===== config.mk =====
export PLATFORM = sky130hd
export DESIGN_NAME = dcc_top
export DESIGN_NICKNAME = d
export VERILOG_FILES = /design/src/verilog/dcc_pkg.sv /design/src/verilog/dcc_top.sv
export SDC_FILE = /design/constraint.sdc
export NUM_CORES = 1
export LEC_CHECK = 0
export ABC_AREA = 1
export BUFFER_PORTS_ARGS = -buffer_cell sky130_fd_sc_hd__buf_2
export CAP_MARGIN = 20
export CELL_PAD_IN_SITES_DETAIL_PLACEMENT = 2
export CELL_PAD_IN_SITES_GLOBAL_PLACEMENT = 2
export CORE_MARGIN = 2
export CORE_UTILIZATION = 24
export CTS_CLUSTER_SIZE = 40
export DETAILED_ROUTE_END_ITERATION = 10
export MAX_ROUTING_LAYER = met4
export PLACE_DENSITY = 0.76
export SYNTH_ARGS = -nofsm -noshare
export SYNTH_HDL_FRONTEND = slang
export SYNTH_SLANG_ARGS = --single-unit
export TNS_END_PERCENT = 10

===== constraint.sdc =====
create_clock -name core_clk -period 1.3 [get_ports core_clk]
set_clock_uncertainty 0.1 [all_clocks]
set_input_delay 0.065 -clock core_clk [delete_from_list [all_inputs] [get_ports core_clk]]
set_output_delay 0.065 -clock core_clk [all_outputs]
set_load 0.02 [all_outputs]

===== src/verilog/dcc_pkg.sv =====
// Package for the dual comparator control block: register map, fields, resets, types.
// Assumes an 8-bit register file reached over a 32-bit Avalon-MM slave.
package dcc_pkg;
    // Register indices as printed; byte address is four times the index
    localparam logic [7:0] DCC_IDX_INTERRUPT_CONTROL      = 8'h0b;
    localparam logic [7:0] DCC_IDX_PERIPHERAL_IRQ_FLAGS   = 8'h0c;
    localparam logic [7:0] DCC_IDX_COMPARATOR_CONTROL     = 8'h1f;
    localparam logic [7:0] DCC_IDX_PORT_A_DIRECTION       = 8'h85;
    localparam logic [7:0] DCC_IDX_PERIPHERAL_IRQ_ENABLES = 8'h8c;
    localparam logic [7:0] DCC_IDX_REFERENCE_LADDER       = 8'h9f;
    localparam logic [7:0] DCC_IDX_PORT_A_DATA            = 8'h05;
    localparam int         DCC_ADDR_W                     = 10;

    // Reset values
    localparam logic [7:0] DCC_RST_INTERRUPT_CONTROL = 8'h00;
    localparam logic [7:0] DCC_RST_FLAGS  = 8'h00;
    localparam logic [7:0] DCC_RST_CMCTL  = 8'h00;
    localparam logic [4:0] DCC_RST_DIR    = 5'h1f;
    localparam logic [7:0] DCC_RST_ENABLE = 8'h00;
    localparam logic [7:0] DCC_RST_LADDER = 8'h00;

    // Field positions and masks
    localparam int         DCC_BIT_CHANGE      = 6;
    localparam int         DCC_BIT_GIE         = 7;
    localparam int         DCC_BIT_PERIPHERAL_IRQ_ENABLE        = 6;
    localparam int         DCC_BIT_SWITCH      = 3;
    localparam logic [7:0] DCC_CMCTL_WMASK     = 8'h0f;
    localparam logic [7:0] DCC_FLAGS_MASK      = 8'h40;
    localparam logic [7:0] DCC_LADDER_MASK     = 8'hef;
    localparam logic [7:0] DCC_DATA_MASK       = 8'h1f;

    // Comparator modes
    localparam logic [2:0] DCC_MODE_RESET    = 3'h0;
    localparam logic [2:0] DCC_MODE_SWITCHED = 3'h1;
    localparam logic [2:0] DCC_MODE_INTREF   = 3'h2;
    localparam logic [2:0] DCC_MODE_PINOUT   = 3'h6;
    localparam logic [2:0] DCC_MODE_OFF      = 3'h7;

    // Inverting-input sources presented to the analog side
    typedef enum logic [1:0] {DCC_SRC_PIN_ZERO, DCC_SRC_PIN_THREE, DCC_SRC_PIN_TWO, DCC_SRC_BUS_RX} dcc_src_e;

    // Analog steering bundle
    typedef struct packed {
        logic       cmp_power;
        logic       intref_to_noninv;
        dcc_src_e   one_inv_src;
        dcc_src_e   two_inv_src;
    } dcc_analog_s;

    // Port pin bundle
    typedef struct packed {
        logic [4:0] out;
        logic [4:0] oe;
        logic [4:0] analog;
    } dcc_pins_s;
endpackage


===== src/verilog/dcc_top.sv =====
// Digital control of two analog comparators: mode, routing, results, change flag, IRQ.
// Assumes comparator results arrive asynchronously and an Avalon-MM master with waitrequest.
// What the document requires of this block and its software
// Result bit high when non-inverting exceeds inverting
// Mode 010 routes internal reference to non-inverting
// Result bits readable, writes to them ignored
// Mode 110 puts raw results on pins three, four
// Direction bits still gate those pin drivers
// Port data reads zero on analog pins
// Result differing from reference sets change flag
// Flag bit 6; software writes clear or set
// Interrupt needs three enables; flag sets regardless
// Change during control read may be missed
// Control register access recaptures reference values
// Persistent mismatch keeps setting flag every cycle
// Comparators run in sleep; change wakes device
// Mode 111 powers both comparators off
// Wake from sleep keeps control register intact
// Reset loads mode 000, comparators powered down; here they are down only while reset is high, mode 000 powers them
// Unimplemented bits read zero, ignore writes
// Software waits response time before using results
// Software init order before enabling interrupts
// Switch bit picks inverting source in modes 001/010
// Software disables interrupts across mode change
// Results synchronised two stages before comparison
//
// Register access over Avalon-MM was decided locally.
`timescale 1ns/1ps
module dcc_top
    import dcc_pkg::*;
(
    input  wire logic                      core_clk,      // 100 MHz core clock
    input  wire logic                      reset,         // Synchronous reset, active high
    input  wire logic                      clk_en,        // Freezes all state when low
    input  wire logic [DCC_ADDR_W-1:0]     avs_address,   // Byte address
    input  wire logic                      avs_read,      // Read request
    input  wire logic                      avs_write,     // Write request
    input  wire logic [31:0]               avs_writedata, // Write data
    input  wire logic [3:0]                avs_byteenable,// Byte enables
    output logic      [31:0]               avs_readdata,  // Read data
    output logic                           avs_waitrequest, // Stall
    input  wire logic [1:0]                cmp_raw,       // Async comparator results
    input  wire logic [4:0]                port_pin_in,   // Async port pin levels
    input  wire logic                      sleep_active,  // Device in sleep
    output logic      [4:0]                port_pin_out,  // Pin output levels
    output logic      [4:0]                port_pin_oe,   // Pin output enables
    output dcc_pkg::dcc_analog_s           analog_ctl,    // Analog steering
    output logic      [7:0]                ladder_ctl,    // Reference ladder setting
    output logic                           irq_req,       // Interrupt request
    output logic                           wake_req       // Wake from sleep
);
    import dcc_pkg::*;

    // Whole block state
    typedef struct packed {
        logic [1:0]  sync1;
        logic [1:0]  sync2;
        logic [4:0]  psync1;
        logic [4:0]  psync2;
        logic [1:0]  ref_val;
        logic [7:0]  interrupt_control;
        logic        change_flag;
        logic        change_en;
        logic [3:0]  cmctl;
        logic [4:0]  dir;
        logic [7:0]  ladder;
        logic        ack;
        logic [31:0] rdata;
        logic [4:0]  pout;
        logic [4:0]  poe;
        dcc_analog_s analog;
        logic        irq;
        logic        wake;
        logic        rd_pending;
    } dcc_state_s;

    dcc_state_s st_r;
    dcc_state_s st_nxt;

    logic [7:0]             idx;
    logic                   acc;
    logic                   wr_go;
    logic                   rd_go;
    logic [7:0]             wbyte;
    logic [2:0]             mode;
    logic                   mismatch;
    logic [4:0]             analog_pins;

    // Decode, one-wait-state slave
    assign idx   = avs_address[DCC_ADDR_W-1:2];
    assign acc   = (avs_read || avs_write) && !st_r.ack;
    assign wr_go = acc && avs_write && avs_byteenable[0];
    assign rd_go = acc && avs_read;
    assign wbyte = avs_writedata[7:0];
    assign mode  = st_r.cmctl[2:0];

    // Pins consumed as analog inputs per mode
    always_comb begin
        unique case (mode)
            3'h0, 3'h1, 3'h2: analog_pins = 5'h0f;
            3'h3, 3'h4, 3'h6: analog_pins = 5'h07;
            3'h5:             analog_pins = 5'h06;
            default:          analog_pins = 5'h00;
        endcase
    end

    // Reference compare against synchronised results
    assign mismatch = (st_r.sync2 != st_r.ref_val);

    // Next state
    always_comb begin
        st_nxt        = st_r;
        st_nxt.sync1  = cmp_raw;
        st_nxt.sync2  = st_r.sync1;
        st_nxt.psync1 = port_pin_in;
        st_nxt.psync2 = st_r.psync1;
        st_nxt.ack    = acc;
        st_nxt.rd_pending = 1'b0;
        // Flag: software write first, then hardware set wins
        if (wr_go && idx == DCC_IDX_PERIPHERAL_IRQ_FLAGS) begin
            st_nxt.change_flag = wbyte[DCC_BIT_CHANGE];
        end
        if (mismatch && !st_r.rd_pending) begin
            st_nxt.change_flag = 1'b1;
        end
        // Any access to the control register recaptures reference
        if (acc && idx == DCC_IDX_COMPARATOR_CONTROL) begin
            st_nxt.ref_val    = st_r.sync2;
            st_nxt.rd_pending = avs_read;
        end
        if (wr_go) begin
            unique case (idx)
                DCC_IDX_INTERRUPT_CONTROL:      st_nxt.interrupt_control = wbyte;
                DCC_IDX_COMPARATOR_CONTROL:     st_nxt.cmctl = wbyte[3:0];
                DCC_IDX_PORT_A_DIRECTION:       st_nxt.dir = wbyte[4:0];
                DCC_IDX_PERIPHERAL_IRQ_ENABLES: st_nxt.change_en = wbyte[DCC_BIT_CHANGE];
                DCC_IDX_REFERENCE_LADDER:       st_nxt.ladder = wbyte & DCC_LADDER_MASK;
                default: ;
            endcase
        end
        // Read mux; unmapped reads zero
        st_nxt.rdata = 32'h0;
        if (rd_go) begin
            unique case (idx)
                DCC_IDX_INTERRUPT_CONTROL:      st_nxt.rdata[7:0] = st_r.interrupt_control;
                DCC_IDX_PERIPHERAL_IRQ_FLAGS:   st_nxt.rdata[7:0] = {1'b0, st_r.change_flag, 6'h00};
                DCC_IDX_COMPARATOR_CONTROL:     st_nxt.rdata[7:0] = {st_r.sync2[1], st_r.sync2[0],
                                                                     2'b00, st_r.cmctl};
                DCC_IDX_PORT_A_DIRECTION:       st_nxt.rdata[7:0] = {3'h0, st_r.dir};
                DCC_IDX_PERIPHERAL_IRQ_ENABLES: st_nxt.rdata[7:0] = {1'b0, st_r.change_en, 6'h00};
                DCC_IDX_REFERENCE_LADDER:       st_nxt.rdata[7:0] = st_r.ladder;
                DCC_IDX_PORT_A_DATA:            st_nxt.rdata[7:0] = {3'h0, st_r.psync2 & ~analog_pins};
                default:                        st_nxt.rdata = 32'h0;
            endcase
        end
        // Pin drivers: comparator results on pins three, four in mode 110
        st_nxt.poe = ~st_r.dir & ~analog_pins;
        st_nxt.pout = 5'h00;
        if (mode == DCC_MODE_PINOUT) begin
            st_nxt.pout[3] = cmp_raw[0];
            st_nxt.pout[4] = cmp_raw[1];
        end
        // Analog steering
        st_nxt.analog.cmp_power        = !reset && mode != DCC_MODE_OFF;
        st_nxt.analog.intref_to_noninv = (mode == DCC_MODE_INTREF);
        st_nxt.analog.one_inv_src      = st_r.cmctl[DCC_BIT_SWITCH] ? DCC_SRC_PIN_THREE : DCC_SRC_PIN_ZERO;
        st_nxt.analog.two_inv_src      = (mode == DCC_MODE_INTREF && !st_r.cmctl[DCC_BIT_SWITCH]) ?
                                         DCC_SRC_BUS_RX : DCC_SRC_PIN_TWO;
        // Interrupt and wake
        st_nxt.irq  = st_r.change_flag && st_r.change_en && st_r.interrupt_control[DCC_BIT_PERIPHERAL_IRQ_ENABLE]
                      && st_r.interrupt_control[DCC_BIT_GIE];
        st_nxt.wake = sleep_active && st_r.change_flag && st_r.change_en;
    end

    // State register with clock enable and synchronous reset
    always_ff @(posedge core_clk) begin
        if (reset) begin
            st_r        <= '0;
            st_r.interrupt_control <= DCC_RST_INTERRUPT_CONTROL;
            st_r.cmctl  <= DCC_RST_CMCTL[3:0];
            st_r.dir    <= DCC_RST_DIR;
            st_r.ladder <= DCC_RST_LADDER;
        end else if (clk_en) begin
            st_r <= st_nxt;
        end
    end

    // Outputs straight from state
    assign avs_readdata    = st_r.rdata;
    assign avs_waitrequest = !st_r.ack;
    assign port_pin_out    = st_r.pout;
    assign port_pin_oe     = st_r.poe;
    assign analog_ctl      = st_r.analog;
    assign ladder_ctl      = st_r.ladder;
    assign irq_req         = st_r.irq;
    assign wake_req        = st_r.wake;
endmodule // dcc_top


==> results.md, run 1 <==
Power and ir drop:
- Registers are responsible for 42.8% of the overall power.
- The clock network is responsible for 47.1% of the overall power.
- The total power of the final layout is 4.88 mW.
- In this run the power density over the cells is 1100 nW/um^2.
- The internal portion of total power is 3.57 mW.
- The net switching share of the total power is 26.8%.
- The share of total power dissipated in combinational logic is 10.1%.
- In this run the power spent charging and discharging nets is 1.31 mW.
- For this design the static power due to leakage is 2.01 nW.
- The peak supply drop is 0.000562 V.

STA:
- The max-slew violation count is 0.
- The setup slack after layout is -41.0 ps.
- The setup violation total in the final timing report is 4.
- The maximum frequency from static timing analysis is 746 MHz.
- Setup repair after global routing could not meet its margin everywhere.
- The final hold violation count came to 0.
- After layout, the minimum clock period comes to 1340 ps.
- The part of the cycle the worst path needs is 103%.

Floorplanning:
- The number of I/O pins is 118.
- The cell row count is 42.
- The placeable core region is 13300 sq um.
- The die span in y is 122 microns.
- The die covers 14800 sq um.
- The effective utilization at floorplan is 24.8%.
- The die width is 122 microns.

Global route:
- The total global routing track utilization is 16.0%.
- The total overflow left after global routing is 0.
- The initial antenna violation count is 0.
- The global-route wire length before repair is 17.6 mm.
- The number of global-route vias before repair is 3396.
- Entering global routing, the biggest net connects 46 pins.

Worst setup path:
- The biggest fanout along the worst timing path is 5.
- By startpoint and endpoint, the worst setup path is classified as flip-flop to flip-flop.
- At the worst endpoint, the arrival time is 1510 ps.
- Data on the critical path is required at its endpoint by 1470 ps.
- The sort of element at the end of the critical path is a flip-flop.
- The startpoint kind of the worst setup timing path is a flip-flop.

Synth:
- Synthesis instantiated 28 different standard cells from the library.
- After technology mapping, the gate count stands at 466.
- During synthesis, Yosys emitted a total of 0 warnings.
- In this run, synthesis produced a sequential element count of 66.
- The sequential-to-total area share from yosys stat is 39.9%.
- The post-synth design cell area is 3310 sq um.
- Averaged over all synthesized cells, the footprint is 7.11 sq um.

CTS:
- The CTS tree is done.
- The master cell of the clock root buffer is sky130_fd_sc_hd__clkbuf_16.
- The sink count of the clock tree is 66.
- The deepest clock path buffer count is 2.
- After clock tree synthesis, the clock-pin slew on the worst setup and hold paths is 60 ps.
- The maximum level of the CTS H-tree is 3.
- The clock reaches the later pin of the worst-skew pair after 330 ps.
- The number of buffers created by CTS is 9.

Place:
- The count of buffers added on input and output ports is 59.
- The pre-CTS setup slack is -152 ps.
- The congestion estimate from routability-driven global placement came to 0.870.
- Summed over all nets, the half-perimeter wirelength after detailed placement is 8.03 mm.

Drt:
- For this block, the initial DRC count from the detailed router was 159.
- The DRC violation count after routing is 0.
- The via density per instance is 4.42.
- Before antenna repair, the detailed router went through 4 iterations.
- Dividing the detail-routed wire length by the instance count gives 15.6 microns.
- The detail route stage leaves a number of antenna-violating nets equal to 0.
- After detailed routing, the total wire length is 11.4 mm.
- For this block, the via count after detailed routing is 3237.

Layout:
- For this run, the post-layout net count is 610.
- The top cell types in the final layout, fill and taps aside, are sky130_fd_sc_hd__nor2_1 (78), sky130_fd_sc_hd__dfxtp_1 (62), sky130_fd_sc_hd__buf_2 (59).
- The area overhead of the layout relative to synthesis is 33.3%.
- The library cell used most frequently in the layout, excluding fill and tap cells, is sky130_fd_sc_hd__nor2_1.
- The repair_antennas step left the layout with diodes totalling 0.
- The filler cells instantiated in the layout total 1578.
- The share of layout cells above drive strength 1 is 31.3%.

Outcome:
- The final reports fail on setup timing.
- The flow ran to the end, but the final reports show violations.

Worst hold path:
- The worst hold path belongs to the class input port to flip-flop.

Job:
- Across the run, the number of max-cap violations was 0.
==> state kept, by name, summed over array words and instances (netlist names) <==
register and flops:
st_r 27, avs_readdata 8, ladder_ctl 7, st_nxt 7, analog_ctl 5, port_pin_oe 5
mode 3, port_pin_out 2, irq_req 1, wake_req 1
==> metrics by stage <==
| step | TNS (ps) | hold slack, ps | instance area [sq um] | instances | utilization [%] |
|---|---|---|---|---|---|
| final | -75.5 | 80.9 | 4420 | 732 | 33.1 |
| after global routing | -1630 | 120 | 4420 | 732 | 33.1 |
| after CTS | -270 | 82.7 | 4300 | 729 | 32.2 |
| after detailed placement | -2520 | 198 | 3730 | 692 | 28.0 |
| after global placement | -539 | 189 | 3730 | 692 | 28.0 |
| after floorplan | 0 | 34.1 | 3430 | 494 | - |
==> what timing repair did <==
item	CTS	global route
hold endpoints to repair	33	0
buffers inserted	3	2
hold buffers	18	0
endpoints found under the setup margin	21	36
cloned	0	1
pin swaps	12	22
gates resized for setup	26	33
==> worst max-delay path, cell delays in order, from the launching register on <==
cell                      delay [ps]
sky130_fd_sc_hd__dfxtp_2         330
sky130_fd_sc_hd__inv_4            70
sky130_fd_sc_hd__nand4_4         170
sky130_fd_sc_hd__nor2_4          200
sky130_fd_sc_hd__buf_4           120
sky130_fd_sc_hd__buf_4           100
sky130_fd_sc_hd__o21ai_1          50
sky130_fd_sc_hd__a21oi_1         130
==> Yosys cell counts (all sizes together) <==
cell,number,area (sq um)
conb,1,3.75
buf,62,455
a21oi,30,150
nand2,66,258
nor2,95,412
dfxtp,66,1320
nand4,1,12.5
a32oi,1,8.76
inv,40,150
and3,1,6.26
o21ai,43,215
clkbuf,9,33.8
nand3,37,185
a22oi,1,7.51
o211ai,7,52.6
o21bai,1,7.51
nor3,1,5.00
xor2,2,17.5
or2,2,12.5
==> cell families after synthesis <==
family                 Yosys count  synth area share, %
AO/OA/AOI/OAI                   83                 13.3
XOR/XNOR                         2                0.529
buffers and inverters          111                 19.3
flip-flops                      66                 39.9
other                            1                0.113
AND/OR/NAND/NOR                203                 26.9
==> area by class of cell <==
type	count	area [sq um]	area share, %
multi-input combinational	318	1620	36.6
sequential	66	1330	30.1
timing repair buffer	116	812	18.4
clock buffer	10	239	5.41
tap	176	220	4.98
inverter	40	155	3.51
clock inverter	6	41.3	0.935
==> power groups by stage <==
stage	combinational [mW]	clock, mW	sequential [mW]
CTS	0.482	2.35	2.09
detailed placement	0.432	0	2.13
global route	0.545	2.45	2.09
global placement	0.415	0	2.13
floorplan	0.337	0	2.13
finish	0.492	2.30	2.09
==> path summary, 6_finish.rpt <==
path,start,end,slack (ps),depth (start not counted)
setup / recovery,st_r[51],st_r[77],-40,7
hold / removal,reset,avs_readdata[0],80,3
setup reg to reg,st_r[51],st_r[77],-40,7
hold reg to reg,st_r[64],port_pin_oe[4],370,1
==> per-layer routing <==
metal	vias up	share of wire [%]	track usage (%)
met5	-	0	-
met4	0	1.7	5.46
met3	18	2.9	3.15
met2	54	52	27.4
met1	1586	44	18.7
li1	1579	-	-
No activity file was read; power rests on OpenSTA's default activity.
==> run 2: changes to the inputs <==
--- a/config.mk
+++ b/config.mk
@@ -17,4 +17,5 @@
 export MAX_ROUTING_LAYER = met4
 export PLACE_DENSITY = 0.76
+export SKIP_CTS_REPAIR_TIMING = 1
 export SYNTH_ARGS = -nofsm -noshare
 export SYNTH_HDL_FRONTEND = slang
==> constraint.sdc (replaced) <==
create_clock -name core_clk -period 1.2 [get_ports core_clk]
set_clock_uncertainty 0.1 [all_clocks]
set_input_delay 0.06 -clock core_clk [delete_from_list [all_inputs] [get_ports core_clk]]
set_output_delay 0.06 -clock core_clk [all_outputs]
set_load 0.05 [all_outputs]
==> run 2 against run 1 <==
  * Critical path type unchanged
  * Register-to-register slack got worse by 200 ps
  * Sequential share of layout area grew 0.13 points
  * Highest routed layer unchanged
  * Utilization is 0.14 points lower
  * The run ends with hold timing, setup timing left
  * Largest power group unchanged
==> results.md, run 2 (synthesized netlist as in run 1, its figures left out) <==
CTS:
- The sink count of the clock tree is 66.
- The insertion delay to the later sink of the worst-skew pair is 340 ps.
- The tree is rooted in a sky130_fd_sc_hd__clkbuf_16.
- The number of buffers created by CTS is 9.
- After clock tree synthesis, the clock-pin slew on the worst setup and hold paths is 60 ps.
- The deepest clock path buffer count is 2.
- In this run the number of H-tree levels came out at 3.
- The CTS tree is done.

Drt:
- Dividing the detail-routed wire length by the instance count gives 16.1 microns.
- Routed signal wires occupy layers up through met4.
- The count of nets left with antenna violations after detail routing is 0.
- The routed design uses 332 microns of met3 wire.
- The initial detailed-routing violation count is 141.
- The final route contains 3294 vias.
- The detailed route wirelength on metal2 is 6.23 mm.
- The total iterations of the first detailed-routing run is 4.
- The via density per instance is 4.48.
- The wire length the detailed router placed on met1 is 5.07 mm.
- The DRC violation count after routing is 0.
- The routed design has 11.8 mm of wire.

Layout:
- Leaving out fill and tap cells, the most frequent cell in the layout is sky130_fd_sc_hd__nor2_1.
- The share of layout cells above drive strength 1 is 30.8%.
- From synthesis to final layout, the design area changed by 32.7%.
- The number of inserted filler cells in the final layout is 1584.
- In the layout the commonest cells are sky130_fd_sc_hd__nor2_1 (80), sky130_fd_sc_hd__dfxtp_1 (62), sky130_fd_sc_hd__nand2_1 (59).
- More flip-flops sit in one register than any other, and that register is st_r.
- The antenna diode instance count is 0.
- The net count of the finished layout is 613.
- The register with the most flip-flops in the layout has 27 of them.

STA:
- The final hold violation count is 3.
- Static timing analysis puts the maximum clock frequency at 694 MHz.
- Setup violations remaining at the end of the flow were counted as 44.
- The worst path in the final design needs a cycle of 1440 ps, including I/O delays and setup.
- Final hold analysis gives a worst-case slack of -22.4 ps.
- Setup repair after global routing could not meet its margin everywhere.
- The setup slack after layout is -241 ps.
- The final-layout setup total negative slack is -5640 ps.
- The max-slew violation count is 0.
- The part of the cycle the worst path needs is 120%.

Worst hold path:
- Along the worst hold path, the cell count comes to 3.
- The type of the most critical hold path is input port to flip-flop.
- The worst-case hold path end point is st_r[62].
- The startpoint of the most critical hold path is avs_writedata[2].

Global route:
- Entering global routing, the biggest net connects 34 pins.
- The first global-routing pass estimated 17.8 mm of wire.
- The global route total overflow is 0.
- The number of global-route vias before repair is 3390.
- The total global routing track utilization is 16.2%.
- The initial antenna violation count was 0.

Outcome:
- The checks that failed: hold timing, setup timing.
- The run finished, with violations left.

Worst setup path:
- Data arrives at the worst endpoint at 1610 ps.
- The biggest fanout along the worst timing path is 5.
- The worst endpoint required time is 1370 ps.
- The startpoint of the lowest-slack register-to-register path is st_r[51].
- The critical setup path kind is flip-flop to flip-flop.
- The number of cells on the worst reg-to-reg path is 6.
- Across all register-to-register paths, the minimum setup slack is -240 ps.
- The sort of element at the end of the critical path is a flip-flop.
- The worst reg2reg path endpoint is st_r[74].
- The startpoint kind of the worst setup timing path is a flip-flop.

Floorplanning:
- In this run the horizontal extent of the chip is 122 microns.
- The die span in y is 122 microns.
- The number of I/O pins is 118.
- The effective utilization at floorplan is 24.8%.
- The full die area is 14800 sq um.
- The floorplan has 42 rows.
- The placeable core region is 13300 sq um.

Place:
- The placer congestion estimate is 0.872.
- Input and output buffers added on the ports amount to 59.
- Before CTS, the worst setup slack after placement is -276 ps.
- After legalization and detailed placement, the total HPWL measured 8.36 mm.

Power and ir drop:
- The peak supply drop is 0.000618 V.
- Power spread over the standard cell area amounts to 1290 nW/um^2.
- For this design the static power due to leakage is 2.00 nW.
- The completed layout was analyzed and its total power is 5.67 mW.

Job:
- The max-cap violation count is 0.
run 2: cell types whose count changed in the layout (fill, tap and decap cells not counted), sizes merged:
cell,delta
clkinv,+3
bufinv,+1
inv,-2
dlygate4sd3,-3
clkinvlp,-2
buf,+7
nor2,-1
run 2: cell type report:
type / count / area (sq um) / share of cell area, %
clock inverters: 6 / 66.3 / 1.51
flip-flops and latches: 66 / 1330 / 30.3
inverters: 40 / 156 / 3.56
clock buffers: 10 / 239 / 5.43
multi-input cells: 317 / 1550 / 35.3
well taps: 176 / 220 / 5.01
repair buffers: 120 / 835 / 19.0
run 2: how the worst max path moves through the flow:
stage	startpoint	end	slack, ps	cells after the start
after detailed placement	avs_address[8]	ladder_ctl[1]	-280	10
after CTS	mode[0]	avs_readdata[2]	-300	10
after global placement	mode[0]	avs_readdata[2]	-190	10
final	st_r[51]	st_r[74]	-240	6
after global routing	st_r[51]	st_r[79]	-320	8
after floorplan	st_r[51]	st_r[78]	-200	6
run 2: per-stage QoR:
step / util (%) / area (sq um) / cells / hold WS, ps
3_3_place_gp: 28.6 / 3820 / 701 / 186
4_1_cts: 30.9 / 4120 / 717 / -160
2_1_floorplan: - / 3440 / 494 / 29.1
5_1_grt: 33.0 / 4400 / 735 / 8.91
3_5_place_dp: 28.6 / 3820 / 701 / 195
6_report: 33.0 / 4400 / 735 / -22.4
run 2: power by group:
| group | leakage, nW | switching, mW | internal, mW |
|---|---|---|---|
| Combinational | 1.31 | 0.510 | 0.193 |
| Clock | 0.152 | 1.04 | 1.67 |
| Sequential | 0.539 | 0.0252 | 2.23 |
| Total | 2.00 | 1.57 | 4.09 |
run 2: per-layer routing:
layer / vias up / global-route usage, %
li1: 1588 / -
met1: 1630 / 18.8
met2: 62 / 28.3
met3: 14 / 2.21
met4: 0 / 6.32
met5: - / -
run 2: worst max-delay path: stages (launching register included):
cell,delay [ps]
sky130_fd_sc_hd__dfxtp_2,330
sky130_fd_sc_hd__clkinvlp_4,100
sky130_fd_sc_hd__nand4_4,210
sky130_fd_sc_hd__nor2_4,270
sky130_fd_sc_hd__buf_6,150
sky130_fd_sc_hd__o21ai_0,80
sky130_fd_sc_hd__nor2_1,120
==> run 3: changes to the inputs <==
==> constraint.sdc (replaced) <==
create_clock -name core_clk -period 1.2 [get_ports core_clk]
set_clock_uncertainty 0.1 [all_clocks]
set_input_delay 0.24 -clock core_clk [delete_from_list [all_inputs] [get_ports core_clk]]
set_output_delay 0.24 -clock core_clk [all_outputs]
set_load 0.05 [all_outputs]
==> run 3 against run 2 <==
  * The flow finishes with violations (setup timing)
  * Count of clock-buffer cells in the layout up 2
  * Highest routed layer unchanged
  * Non-clock buffer count decreased by 9
  * Power up 6.8%
  * Flip-flop and latch count did not move
==> results.md, run 3 (synthesized netlist as in run 1, its figures left out) <==
Outcome:
- The run finished, with violations left.
- The final reports fail on setup timing.

Floorplanning:
- 118 I/O pins were placed.
- The effective utilization at floorplan is 24.8%.
- In this run the core area contains 42 standard-cell rows.
- The floorplan step defined a core boundary enclosing 13300 sq um.
- The die width is 122 microns.
- The die is 122 microns tall.
- The full die area is 14800 sq um.

Place:
- Summing all placed instances gives a cell area of 3840 sq um.
- The HPWL after detailed placement is 8.57 mm.
- Timing analysis after detailed placement gives a worst setup slack of -545 ps.
- After detailed placement, the design holds a cell count of 704.
- The placer congestion estimate is 0.838.
- The count of input and output buffers is 59.

Layout:
- The share of layout cells above drive strength 1 is 38.7%.
- The number of flip-flops under the largest register name is 27.
- The antenna diode instance count is 0.
- The area overhead of the layout relative to synthesis is 40.1%.
- The library cells used most frequently in the layout, excluding fill and tap cells, are sky130_fd_sc_hd__nor2_1 (75), sky130_fd_sc_hd__nand2_1 (54), sky130_fd_sc_hd__buf_4 (46).
- Once layout is complete, the cells apart from fillers number 726.
- For this run, the share of the core covered by cells in the final layout is 34.8%.
- The register with the most flip-flops is st_r.
- The library cell used most frequently in the layout, excluding fill and tap cells, is sky130_fd_sc_hd__nor2_1.
- The number of nets in the layout is 604.
- The final instance area is 4640 sq um.

Drt:
- For this block, wires on met1 add up to 5.26 mm.
- The via density per instance is 4.46.
- The top layer reached by signal wires is met4.
- The vias after detailed routing is 3241.
- In this run the remaining antenna-violating nets after routing total 0.
- Wire segments on met2 add up to 6.38 mm in the final route.
- The total iterations of the first detailed-routing run is 5.
- In the detailed route, the total length drawn on met3 is 394 microns.
- In the routed design, unresolved DRC markers number 0.
- For this block, the initial DRC count from the detailed router was 194.
- After detailed routing, the total wire length is 12.2 mm.
- In the final routed layout, each cell accounts on average for 16.8 microns.

Job:
- The max-cap violation count is 0.

Worst setup path:
- Of all nets on the critical path, the largest fanout is 5.
- The sort of element at the end of the critical path is a flip-flop.
- By startpoint and endpoint, the worst setup path is classified as flip-flop to flip-flop.
- The worst endpoint required time is 1360 ps.
- Data arrives at the worst endpoint at 1630 ps.
- The startpoint kind of the worst setup timing path is a flip-flop.

STA:
- The worst hold slack across all endpoints is 37.4 ps.
- The part of the cycle the worst path needs is 122%.
- For this run, the top clock speed supported by timing is 683 MHz.
- The setup violation total in the final timing report is 44.
- The final hold violation count is 0.
- The setup slack after layout is -264 ps.
- Setup repair after global routing could not meet its margin everywhere.
- The smallest clock period supported by the final layout is computed as 1460 ps.
- The max-slew violation count came to 0.
- Adding up every negative setup slack in the final design gives -5730 ps.

Global route:
- Global routing used 16.5% of the available tracks.
- The global-route wire length before repair is 18.3 mm.
- The initial antenna violation count is 0.
- Entering global routing, the biggest net connects 35 pins.
- The number of global-route vias before repair was 3511.
- The global route total overflow is 0.

CTS:
- The number of buffers created by CTS is 9.
- The register clock-pin slew on the reported worst setup and hold paths is 60 ps.
- In this run the number of H-tree levels came out at 3.
- The insertion delay to the later sink of the worst-skew pair is 340 ps.
- The CTS tree is done.
- The clock passes through at most 2 buffers.
- The tree built by TritonCTS fans out to 66 sinks.
- Clock tree synthesis selected as its root buffer the cell sky130_fd_sc_hd__clkbuf_16.

Power and ir drop:
- Net switching is 25.8% of the power.
- The logic gate share of total power is 11.5%.
- The total power of the final layout is 6.05 mW.
- The worst-case IR drop observed on VDD is 0.000705 V.
- The switching component of the power is 1.56 mW.
- Sequential cells burn 37.1% of the power.
- For this design the ratio of total power to cell area is 1300 nW/um^2.
- Per report_power, the clock group accounts for 51.4% of the total.
- The static leakage is 2.05 nW.
- The internal portion of total power is 4.49 mW.

Worst hold path:
- The tightest min-delay check is of the input port to flip-flop type.
[run 3: cell count changes in the layout (fill, tap and decap cells not counted), sizes merged]
cell | previous run | this run
buf | 105 | 111
bufinv | 1 | 3
clkbuf | 10 | 12
clkinv | 5 | 1
dlygate4sd3 | 15 | 0
[run 3: power by group through the flow]
stage	combinational, mW	sequential (mW)	clock, mW
6_report	0.695	2.25	3.11
5_1_grt	0.749	2.25	3.24
4_1_cts	0.657	2.26	3.15
3_5_place_dp	0.650	2.31	0
3_3_place_gp	0.629	2.31	0
2_1_floorplan	0.515	2.30	0
[run 3: cell type report]
type	count	area, sq um
timing repair buffer	111	937
clock inverter	4	98.8
multi-input combinational	317	1600
tap	176	220
clock buffer	12	246
fill	1544	8700
inverter	40	161
sequential	66	1380
[run 3: final timing paths]
check,slack [ps],endpoint,depth (start not counted),startpoint
worst max register to register,-260,ladder_ctl[7],6,st_r[51]
worst max-delay path,-260,ladder_ctl[7],6,st_r[51]
worst min register to register,340,port_pin_oe[4],1,st_r[64]
worst min-delay path,40,st_nxt[81],3,port_pin_in[0]
[run 3: routing by layer]
| metal | up-vias | global-route usage (%) |
|---|---|---|
| met2 | 66 | 29.2 |
| li1 | 1567 | - |
| met3 | 15 | 2.96 |
| met5 | - | - |
| met4 | 0 | 4.67 |
| met1 | 1593 | 19.1 |
[run 3: critical path, cell delays in order (launching register included)]
cell,delay (ps)
sky130_fd_sc_hd__dfxtp_2,330
sky130_fd_sc_hd__clkinvlp_4,110
sky130_fd_sc_hd__nand4_4,210
sky130_fd_sc_hd__nor2_4,280
sky130_fd_sc_hd__buf_6,150
sky130_fd_sc_hd__o21ai_0,80
sky130_fd_sc_hd__nor2_1,110
